**src/include/ddc_pkg.sv**
```systemverilog
package ddc_pkg;
    // sizing of the sampled command/address bus
    localparam int BG_W = 2;
    localparam int BA_W = 2;
    localparam int ADDR_W = 18;
    // address bit positions
    localparam int POS_AP = 10;
    localparam int POS_BC = 12;
    localparam int POS_A14 = 14;
    localparam int POS_A17 = 17;
    localparam int COL_W = 10;
    // burst lengths in data beats
    localparam logic [3:0] BURST_BC4 = 4'h4;
    localparam logic [3:0] BURST_BL8 = 4'h8;
    // decoded command codes
    typedef enum logic [3:0] {
        DDC_CMD_DES = 4'h0,
        DDC_CMD_NOP = 4'h1,
        DDC_CMD_MRS = 4'h2,
        DDC_CMD_REF = 4'h3,
        DDC_CMD_SRE = 4'h4,
        DDC_CMD_SRX = 4'h5,
        DDC_CMD_PRE = 4'h6,
        DDC_CMD_PREA = 4'h7,
        DDC_CMD_ACT = 4'h8,
        DDC_CMD_WR = 4'h9,
        DDC_CMD_RD = 4'ha,
        DDC_CMD_PDE = 4'hb,
        DDC_CMD_PDX = 4'hc,
        DDC_CMD_ZQCL = 4'hd,
        DDC_CMD_ZQCS = 4'he,
        DDC_CMD_ILL = 4'hf
    } ddc_cmd_e;
endpackage

```
**src/include/ddc_bus_if.sv**
```systemverilog
`timescale 1ns/1ps
interface ddc_bus_if;
    logic cke;
    logic csN;
    logic actN;
    logic rasN;
    logic casN;
    logic weN;
    logic [ddc_pkg::BG_W-1:0] bg;
    logic [ddc_pkg::BA_W-1:0] ba;
    logic [ddc_pkg::ADDR_W-1:0] addr;
    modport ctrl (output cke, csN, actN, rasN, casN, weN, bg, ba, addr);
    modport dev (input cke, csN, actN, rasN, casN, weN, bg, ba, addr);
endinterface

```
**src/core/ddc_burst_timer.sv**
```systemverilog
`timescale 1ns/1ps
module ddc_burst_timer #(
    parameter int CNT_W = 4
) (
    input wire logic clk,
    input wire logic rst_n,
    input wire logic en,
    input wire logic start,
    input wire logic [CNT_W-1:0] beats,
    output logic busy
);
    logic [CNT_W-1:0] count_reg;
    logic [CNT_W-1:0] count_next;

    // a running burst ignores any new start
    always_comb begin
        count_next = count_reg;
        if (count_reg != '0) begin
            count_next = count_reg - 1'b1;
        end else if (start) begin
            count_next = beats;
        end
    end

    always_ff @(posedge clk or negedge rst_n) begin
        if (!rst_n) begin
            count_reg <= '0;
        end else if (en) begin
            count_reg <= count_next;
        end
    end

    assign busy = (count_reg != '0);
endmodule // ddc_burst_timer

```
**src/core/ddc_device.sv**
```systemverilog
`timescale 1ns/1ps
module ddc_device #(
    parameter int BG_W = ddc_pkg::BG_W,
    parameter int BA_W = ddc_pkg::BA_W,
    parameter int ADDR_W = ddc_pkg::ADDR_W
) (
    input wire logic clk,
    input wire logic rst_n,
    input wire logic en,
    ddc_bus_if.dev bus,
    input wire logic otfMode,
    input wire logic fixedBl8,
    output ddc_pkg::ddc_cmd_e cmd,
    output logic cmdValid,
    output logic [BG_W-1:0] bankGroup,
    output logic [BA_W-1:0] bank,
    output logic [ADDR_W-1:0] rowAddr,
    output logic [ddc_pkg::COL_W-1:0] colAddr,
    output logic [ADDR_W-1:0] mrOpcode,
    output logic autoPre,
    output logic allBanks,
    output logic [3:0] burstLen,
    output logic burstBusy,
    output logic selfRefresh,
    output logic powerDown
);
    typedef enum logic [2:0] {
        DDC_PS_ACTIVE = 3'h1,
        DDC_PS_SREF = 3'h2,
        DDC_PS_PDOWN = 3'h4
    } ddc_pstate_e;

    ddc_pstate_e ps_reg, ps_next;
    logic ckePrev_reg;
    ddc_pkg::ddc_cmd_e cmd_reg, cmd_next;
    logic valid_reg, valid_next;
    logic [BG_W-1:0] bg_reg, bg_next;
    logic [BA_W-1:0] ba_reg, ba_next;
    logic [ADDR_W-1:0] row_reg, row_next;
    logic [ddc_pkg::COL_W-1:0] col_reg, col_next;
    logic [ADDR_W-1:0] op_reg, op_next;
    logic ap_reg, ap_next;
    logic all_reg, all_next;
    logic [3:0] bl_reg, bl_next;
    ddc_pkg::ddc_cmd_e dec;
    logic startBurst;

    // classify one sampled pattern
    function automatic ddc_pkg::ddc_cmd_e decode(
        input logic pc, input logic cc, input logic cs, input logic act,
        input logic ras, input logic cas, input logic we);
        logic [2:0] s;
        s = {ras, cas, we};
        decode = ddc_pkg::DDC_CMD_ILL;
        if (pc && !cc) begin
            if (cs) decode = ddc_pkg::DDC_CMD_PDE;
            else if (act && s == 3'h1) decode = ddc_pkg::DDC_CMD_SRE;
        end else if (!pc && cc) begin
            if (cs || (act && s == 3'h7)) begin
                decode = ddc_pkg::DDC_CMD_SRX;
            end
        end else if (pc && cc) begin
            if (cs) decode = ddc_pkg::DDC_CMD_DES;
            else if (!act) decode = ddc_pkg::DDC_CMD_ACT;
            else begin
                case (s)
                    3'h0: decode = ddc_pkg::DDC_CMD_MRS;
                    3'h1: decode = ddc_pkg::DDC_CMD_REF;
                    3'h2: decode = ddc_pkg::DDC_CMD_PRE;
                    3'h3: decode = ddc_pkg::DDC_CMD_ILL;
                    3'h4: decode = ddc_pkg::DDC_CMD_WR;
                    3'h5: decode = ddc_pkg::DDC_CMD_RD;
                    3'h6: decode = ddc_pkg::DDC_CMD_ZQCS;
                    default: decode = ddc_pkg::DDC_CMD_NOP;
                endcase
            end
        end
        return decode;
    endfunction

    // all sampling at the rising edge only
    always_comb begin
        dec = decode(ckePrev_reg, bus.cke, bus.csN, bus.actN,
            bus.rasN, bus.casN, bus.weN);
        if (dec == ddc_pkg::DDC_CMD_PRE && bus.addr[ddc_pkg::POS_AP]) begin
            dec = ddc_pkg::DDC_CMD_PREA;
        end
        if (dec == ddc_pkg::DDC_CMD_ZQCS && bus.addr[ddc_pkg::POS_AP]) begin
            dec = ddc_pkg::DDC_CMD_ZQCL;
        end
        // transitions only legal from the matching power state
        case (ps_reg)
            DDC_PS_SREF: begin
                if (dec != ddc_pkg::DDC_CMD_SRX) begin
                    dec = ddc_pkg::DDC_CMD_ILL;
                end
            end
            DDC_PS_PDOWN: begin
                // power-down exit needs deselect, not nop
                if (dec == ddc_pkg::DDC_CMD_SRX && bus.csN) begin
                    dec = ddc_pkg::DDC_CMD_PDX;
                end else begin
                    dec = ddc_pkg::DDC_CMD_ILL;
                end
            end
            default: begin
                if (dec == ddc_pkg::DDC_CMD_SRX) begin
                    dec = ddc_pkg::DDC_CMD_ILL;
                end
            end
        endcase
    end

    always_comb begin
        ps_next = ps_reg;
        cmd_next = dec;
        valid_next = (dec != ddc_pkg::DDC_CMD_ILL)
            && (dec != ddc_pkg::DDC_CMD_DES);
        bg_next = bg_reg;
        ba_next = ba_reg;
        row_next = row_reg;
        col_next = col_reg;
        op_next = op_reg;
        ap_next = ap_reg;
        all_next = all_reg;
        bl_next = bl_reg;
        case (dec)
            ddc_pkg::DDC_CMD_SRE: ps_next = DDC_PS_SREF;
            ddc_pkg::DDC_CMD_PDE: ps_next = DDC_PS_PDOWN;
            ddc_pkg::DDC_CMD_SRX: ps_next = DDC_PS_ACTIVE;
            ddc_pkg::DDC_CMD_PDX: ps_next = DDC_PS_ACTIVE;
            ddc_pkg::DDC_CMD_MRS: begin
                bg_next = bus.bg;
                ba_next = bus.ba;
                op_next = bus.addr;
                op_next[ddc_pkg::POS_A17] = 1'b0;
            end
            ddc_pkg::DDC_CMD_ACT: begin
                bg_next = bus.bg;
                ba_next = bus.ba;
                row_next = bus.addr;
                row_next[ddc_pkg::POS_A14 +: 3] =
                    {bus.rasN, bus.casN, bus.weN};
            end
            ddc_pkg::DDC_CMD_PRE: begin
                bg_next = bus.bg;
                ba_next = bus.ba;
                all_next = 1'b0;
            end
            ddc_pkg::DDC_CMD_PREA: all_next = 1'b1;
            ddc_pkg::DDC_CMD_RD, ddc_pkg::DDC_CMD_WR: begin
                if (burstBusy) begin
                    valid_next = 1'b0;
                end else begin
                    bg_next = bus.bg;
                    ba_next = bus.ba;
                    col_next = bus.addr[ddc_pkg::COL_W-1:0];
                    ap_next = bus.addr[ddc_pkg::POS_AP];
                    if (otfMode) begin
                        bl_next = bus.addr[ddc_pkg::POS_BC]
                            ? ddc_pkg::BURST_BL8 : ddc_pkg::BURST_BC4;
                    end else begin
                        bl_next = fixedBl8
                            ? ddc_pkg::BURST_BL8 : ddc_pkg::BURST_BC4;
                    end
                end
            end
            default: begin
            end
        endcase
    end

    assign startBurst = valid_next && (dec == ddc_pkg::DDC_CMD_RD
        || dec == ddc_pkg::DDC_CMD_WR);

    always_ff @(posedge clk or negedge rst_n) begin
        if (!rst_n) begin
            ps_reg <= DDC_PS_ACTIVE;
            ckePrev_reg <= 1'b1;
            cmd_reg <= ddc_pkg::DDC_CMD_DES;
            valid_reg <= 1'b0;
            bg_reg <= '0;
            ba_reg <= '0;
            row_reg <= '0;
            col_reg <= '0;
            op_reg <= '0;
            ap_reg <= 1'b0;
            all_reg <= 1'b0;
            bl_reg <= ddc_pkg::BURST_BL8;
        end else if (en) begin
            ps_reg <= ps_next;
            ckePrev_reg <= bus.cke;
            cmd_reg <= cmd_next;
            valid_reg <= valid_next;
            bg_reg <= bg_next;
            ba_reg <= ba_next;
            row_reg <= row_next;
            col_reg <= col_next;
            op_reg <= op_next;
            ap_reg <= ap_next;
            all_reg <= all_next;
            bl_reg <= bl_next;
        end
    end

    // burst runs its full length
    ddc_burst_timer #(.CNT_W(4)) u_ddc_burst_timer (
        .clk(clk),
        .rst_n(rst_n),
        .en(en),
        .start(startBurst),
        .beats(bl_next),
        .busy(burstBusy)
    );

    assign cmd = cmd_reg;
    assign cmdValid = valid_reg;
    assign bankGroup = bg_reg;
    assign bank = ba_reg;
    assign rowAddr = row_reg;
    assign colAddr = col_reg;
    assign mrOpcode = op_reg;
    assign autoPre = ap_reg;
    assign allBanks = all_reg;
    assign burstLen = bl_reg;
    assign selfRefresh = (ps_reg == DDC_PS_SREF);
    assign powerDown = (ps_reg == DDC_PS_PDOWN);
endmodule // ddc_device

```
**src/flat_wrapper.sv**
```systemverilog
// flat-port wrapper written by rule: the top's interface ports become plain ports
module ddc_device_flat 
#(
    parameter int BG_W = ddc_pkg::BG_W,
    parameter int BA_W = ddc_pkg::BA_W,
    parameter int ADDR_W = ddc_pkg::ADDR_W
)
  (clk, rst_n, en, otfMode, fixedBl8, cmd, cmdValid, bankGroup, bank, rowAddr, colAddr, mrOpcode, autoPre, allBanks, burstLen, burstBusy, selfRefresh, powerDown, bus_cke, bus_csN, bus_actN, bus_rasN, bus_casN, bus_weN, bus_bg, bus_ba, bus_addr);
  ddc_bus_if bus_i ();
  input wire logic clk;
  input wire logic rst_n;
  input wire logic en;
  input wire logic otfMode;
  input wire logic fixedBl8;
  output ddc_pkg::ddc_cmd_e cmd;
  output logic cmdValid;
  output logic [BG_W-1:0] bankGroup;
  output logic [BA_W-1:0] bank;
  output logic [ADDR_W-1:0] rowAddr;
  output logic [ddc_pkg::COL_W-1:0] colAddr;
  output logic [ADDR_W-1:0] mrOpcode;
  output logic autoPre;
  output logic allBanks;
  output logic [3:0] burstLen;
  output logic burstBusy;
  output logic selfRefresh;
  output logic powerDown;
  input wire logic [$bits(bus_i.cke)-1:0] bus_cke;
  input wire logic [$bits(bus_i.csN)-1:0] bus_csN;
  input wire logic [$bits(bus_i.actN)-1:0] bus_actN;
  input wire logic [$bits(bus_i.rasN)-1:0] bus_rasN;
  input wire logic [$bits(bus_i.casN)-1:0] bus_casN;
  input wire logic [$bits(bus_i.weN)-1:0] bus_weN;
  input wire logic [$bits(bus_i.bg)-1:0] bus_bg;
  input wire logic [$bits(bus_i.ba)-1:0] bus_ba;
  input wire logic [$bits(bus_i.addr)-1:0] bus_addr;
  assign bus_i.cke = bus_cke;
  assign bus_i.csN = bus_csN;
  assign bus_i.actN = bus_actN;
  assign bus_i.rasN = bus_rasN;
  assign bus_i.casN = bus_casN;
  assign bus_i.weN = bus_weN;
  assign bus_i.bg = bus_bg;
  assign bus_i.ba = bus_ba;
  assign bus_i.addr = bus_addr;
  ddc_device #(.BG_W(BG_W), .BA_W(BA_W), .ADDR_W(ADDR_W)) u_core (.clk(clk), .rst_n(rst_n), .en(en), .bus(bus_i), .otfMode(otfMode), .fixedBl8(fixedBl8), .cmd(cmd), .cmdValid(cmdValid), .bankGroup(bankGroup), .bank(bank), .rowAddr(rowAddr), .colAddr(colAddr), .mrOpcode(mrOpcode), .autoPre(autoPre), .allBanks(allBanks), .burstLen(burstLen), .burstBusy(burstBusy), .selfRefresh(selfRefresh), .powerDown(powerDown));
endmodule
```
**config.mk**
```make
export PLATFORM = sky130hd
export DESIGN_NAME = ddc_device_flat
export DESIGN_NICKNAME = d
export VERILOG_FILES = /design/src/include/ddc_pkg.sv /design/src/include/ddc_bus_if.sv /design/src/core/ddc_burst_timer.sv /design/src/core/ddc_device.sv /design/src/flat_wrapper.sv
export SDC_FILE = /design/constraint.sdc
export NUM_CORES = 1
export LEC_CHECK = 0
export ABC_AREA = 1
export BUFFER_PORTS_ARGS = -buffer_cell sky130_fd_sc_hd__buf_2
export CAP_MARGIN = 30
export CORE_MARGIN = 3
export CORE_UTILIZATION = 40
export DETAILED_ROUTE_END_ITERATION = 10
export GPL_TIMING_DRIVEN = 0
export SLEW_MARGIN = 20
export SYNTH_ARGS = -nofsm -noshare
export SYNTH_HDL_FRONTEND = slang
export SYNTH_SLANG_ARGS = --single-unit
```
**constraint.sdc**
```tcl
create_clock -name clk -period 2.3 [get_ports clk]
set_input_delay 0.345 -clock clk [delete_from_list [all_inputs] [get_ports clk]]
set_output_delay 0.345 -clock clk [all_outputs]
set_load 0.005 [all_outputs]
```
==> impl_metrics.env <==
export IMPL_rrSetupSlack_ns=0.09
export IMPL_route_met2_wl_microns=3760
export IMPL_final_critical_path_setup_slack_ns=0.0923
export IMPL_path_clk_slew_ns=0.08
export IMPL_die_height_microns=95.7
export IMPL_hp_class="in2reg"
export IMPL_total_routing_usage_reported_by_global_routing_pct=17.3
export IMPL_r2r_cells=13
export IMPL_r2r_start="u_core.ckePrev_reg$_DFFE_PN1P_"
export IMPL_number_of_warnings_issued_by_yosys=0
export IMPL_period_minus_slack_ns=2.21
export IMPL_wire_length_of_the_first_global_routing_pass_microns=12200
export IMPL_wl_met1_microns=3760
export IMPL_coreArea_sq_mm=0.00777
export IMPL_drt_iter0_markers=118
export IMPL_critical_path_cell_chain="inv_2 > nor2_4 > nand2_2 > nand3_2 > inv_1 > nand2_1 > nand3_1 > nand2_2 > inv_4 > nor2_4 > nand3b_4 > buf_8 > mux2_4"
export IMPL_pwr_density_cell_mw_per_mm2=1110
export IMPL_detail_route_wirelength_microns=8120
export IMPL_yosysUniqueCellTypes=33
export IMPL_flow_area_growth_from_synthesis_pct=33.8
export IMPL_path_buf_inv=4
export IMPL_drc=0
export IMPL_crit_path_dat_ns=2.43
export IMPL_grt_overflow_total=0
export IMPL_period_share_pct=96.0
export IMPL_route_antenna_remaining_nets=0
export IMPL_ios=97
export IMPL_drive_gt1_share_pct=36.7
export IMPL_dp_cells=571
export IMPL_grt_start_max_net_pins=48
export IMPL_clock_fmax_ghz=0.453
export IMPL_drt_pass1_iterations=4
export IMPL_final_setup_skew_ns=0.0116
export IMPL_ctsLongestPathBuffers=2
export IMPL_setup_violations=0
export IMPL_mappedNetlistNets=409
export IMPL_synth_cell_area_sq_mm=0.00322
export IMPL_min_from="bus_addr[17]"
export IMPL_highest_delay_cell_along_the_critical_path="dfstp_2"
export IMPL_route_top_layer_used="met4"
export IMPL_r2r_end="u_core.mrOpcode[15]$_DFFE_PN0P_"
export IMPL_clock_tree_from_tritoncts="built"
export IMPL_buffer_ports_inserted=93
export IMPL_synthCells=375
export IMPL_timing_hold_violations_final=0
export IMPL_fill_cells=733
export IMPL_ctsHtreeMaxLevel=3
export IMPL_diodes=0
export IMPL_synth_area_leader_cell="dfrtp_1"
export IMPL_largest_register_ff_count=18
export IMPL_yosysTopAreaCellShare_pct=50.6
export IMPL_avgViaCountPerCell=4.67
export IMPL_grt_antenna_before_repair=0
export IMPL_post_drt_wl_per_cell_microns=13.5
export IMPL_post_dp_hpwl_microns=5730
export IMPL_ys_seq_area_share_pct=53.0
export IMPL_worstSetupStartpoint="u_core.ckePrev_reg$_DFFE_PN1P_"
export IMPL_min_to="u_core.rowAddr[17]$_DFFE_PN0P_"
export IMPL_worst_ep_required_time_ns=2.53
export IMPL_fp_dieArea_sq_mm=0.00915
export IMPL_syn_area_per_cell_sq_um=8.57
export IMPL_power_ir_vdd_worst_v=0.000468
export IMPL_nNetsFinal=530
export IMPL_min_path_cells=3
export IMPL_insertion_delay_ns=0.34
export IMPL_maxSlewViolCount=0
export IMPL_cts_made_buffers=9
export IMPL_crit_path_end_kind="flop"
export IMPL_worstSetupStartpointType="flop"
export IMPL_total_number_of_vias=2813
export IMPL_synth_top_cells_by_area="dfrtp_1, nand2_1, inv_1"
export IMPL_finish_cell_count_without_fillers=603
export IMPL_routabilityCongestion=0.793
export IMPL_effective_utilization_at_floorplan_pct=41.4
export IMPL_worst_path_maximum_fanout=5
export IMPL_route_met3_wl_microns=552
export IMPL_die_width_microns=95.7
export IMPL_critical_path_max_stage_delay_ns=0.58
export IMPL_root_buffer="clkbuf_8"
export IMPL_max_cap_violations=0
export IMPL_critical_path_class="reg2reg"
export IMPL_ys_seq_elements=68
export IMPL_fp_row_count=32
export IMPL_critPathTopFamily="simple AND/OR/NAND/NOR gates"
export IMPL_pre_cts_slack_ns=-0.00776
export IMPL_tritoncts_num_sinks=68
export IMPL_power_leakage_nw=2.37
export IMPL_status="complete, no violations"
export IMPL_vias_in_the_first_global_route=2598
==> layout by cell type, fill, tap and decap left out, types with 3 or more instances in the layout <==
cell type  Yosys  layout
nand2_1      101      98
buf_2          1      93
dfrtp_1       65      65
inv_1         43      41
nor2_1        32      31
o21ai_0       25      25
nand3_1       25      22
buf_4          1      16
o21ai_1       13      13
a21oi_2       11      11
clkbuf_8       0       9
a21oi_1        8       8
inv_2          4       5
nand4_1        5       5
nor2_2         6       4
nand2_2        2       4
buf_6          6       4
nor2_4         0       3
nand3_2        0       3
nand2_4        2       3
dfstp_2        3       3
==> layout make-up <==
type	count	area (sq um)	area share, %
Clock buffer	9	124	2.88
Tap cell	102	128	2.97
Inverter	48	183	4.25
Sequential cell	68	1710	39.6
Buffer	12	110	2.56
Clock inverter	7	97.6	2.27
Timing Repair Buffer	110	666	15.5
Multi-Input combinational cell	247	1290	30.0
==> per-layer routing <==
metal | vias up | GRT usage, %
met3 | 4 | 5.76
li1 | 1429 | -
met1 | 1303 | 22.5
met4 | 0 | 4.62
met5 | - | 0
met2 | 77 | 27.7
==> report_power, final <==
| group | switching, mW | leakage [nW] | internal, mW | total, mW |
|---|---|---|---|---|
| Combinational | 0.979 | 1.40 | 0.780 | 1.76 |
| Sequential | 0.248 | 0.869 | 1.64 | 1.89 |
| Clock | 0.493 | 0.106 | 0.616 | 1.11 |
==> metrics by stage <==
step | instance area, sq um | hold WS [ns] | total power, mW | utilization [%] | TNS [ns]
floorplan | 3220 | 0.0494 | 2.85 | - | 0
global placement | 3810 | 0.458 | 3.48 | 49.0 | 0
detailed placement | 3840 | 0.262 | 3.53 | 49.4 | -0.0197
CTS | 4070 | 0.193 | 4.65 | 52.4 | 0
global route | 4300 | 0.186 | 5.12 | 55.4 | -0.0218
finish | 4300 | 0.203 | 4.75 | 55.4 | 0
==> cells in the mapped netlist <==
cell / count
conb_1: 1
o21ai_1: 13
dfstp_2: 3
nand4_1: 5
buf_6: 6
nor3_2: 2
buf_2: 1
nand3_1: 25
or2_2: 2
nand3_4: 2
inv_1: 43
o21ai_2: 1
nand3b_1: 1
or2_0: 1
nor3_1: 1
nand2_4: 2
buf_4: 1
a21oi_2: 11
nor2_1: 32
mux2_2: 1
nand2_1: 101
inv_2: 4
clkinv_1: 1
dfrtp_1: 65
nand2_2: 2
o21ai_0: 25
ha_1: 1
nor2_2: 6
nor3_4: 1
mux2_4: 2
a21oi_1: 8
nand3b_2: 1
clkbuf_1: 4
==> what timing repair did <==
item	4_1_cts	5_1_grt
setup endpoints to repair	1	56
setup buffers	0	13
hold buffers	1	0
endpoints found under the hold margin	20	0
gates cloned	0	2
gates resized for setup	1	26
pin swaps	0	8
==> worst min-delay path: stages <==
cell	delay, ns
buf_2	0.07
nand2_1	0.04
o21ai_0	0.05
==> cells by family after synthesis <==
logic type / Yosys count / synth area share, %
muxes: 3 / 1.28
other: 1 / 0.117
adders and majority gates: 1 / 0.389
AOI/OAI and AO/OA: 58 / 10.4
and+or+nand+nor: 184 / 26.2
DFF: 68 / 53.0
buffers and inverters: 60 / 8.56
==> worst max-delay path by stage <==
stage | end | slack, ns | cells past startpoint
floorplan | u_core.mrOpcode[14]$_DFFE_PN0P_ | 0.32 | 13
global placement | u_core.mrOpcode[12]$_DFFE_PN0P_ | 0.02 | 16
detailed placement | u_core.rowAddr[1]$_DFFE_PN0P_ | -0.008 | 17
CTS | u_core.rowAddr[1]$_DFFE_PN0P_ | 0.01 | 13
global route | u_core.mrOpcode[15]$_DFFE_PN0P_ | -0.01 | 13
finish | u_core.mrOpcode[15]$_DFFE_PN0P_ | 0.09 | 13
Note: power is estimated with default switching activity, not from simulation.
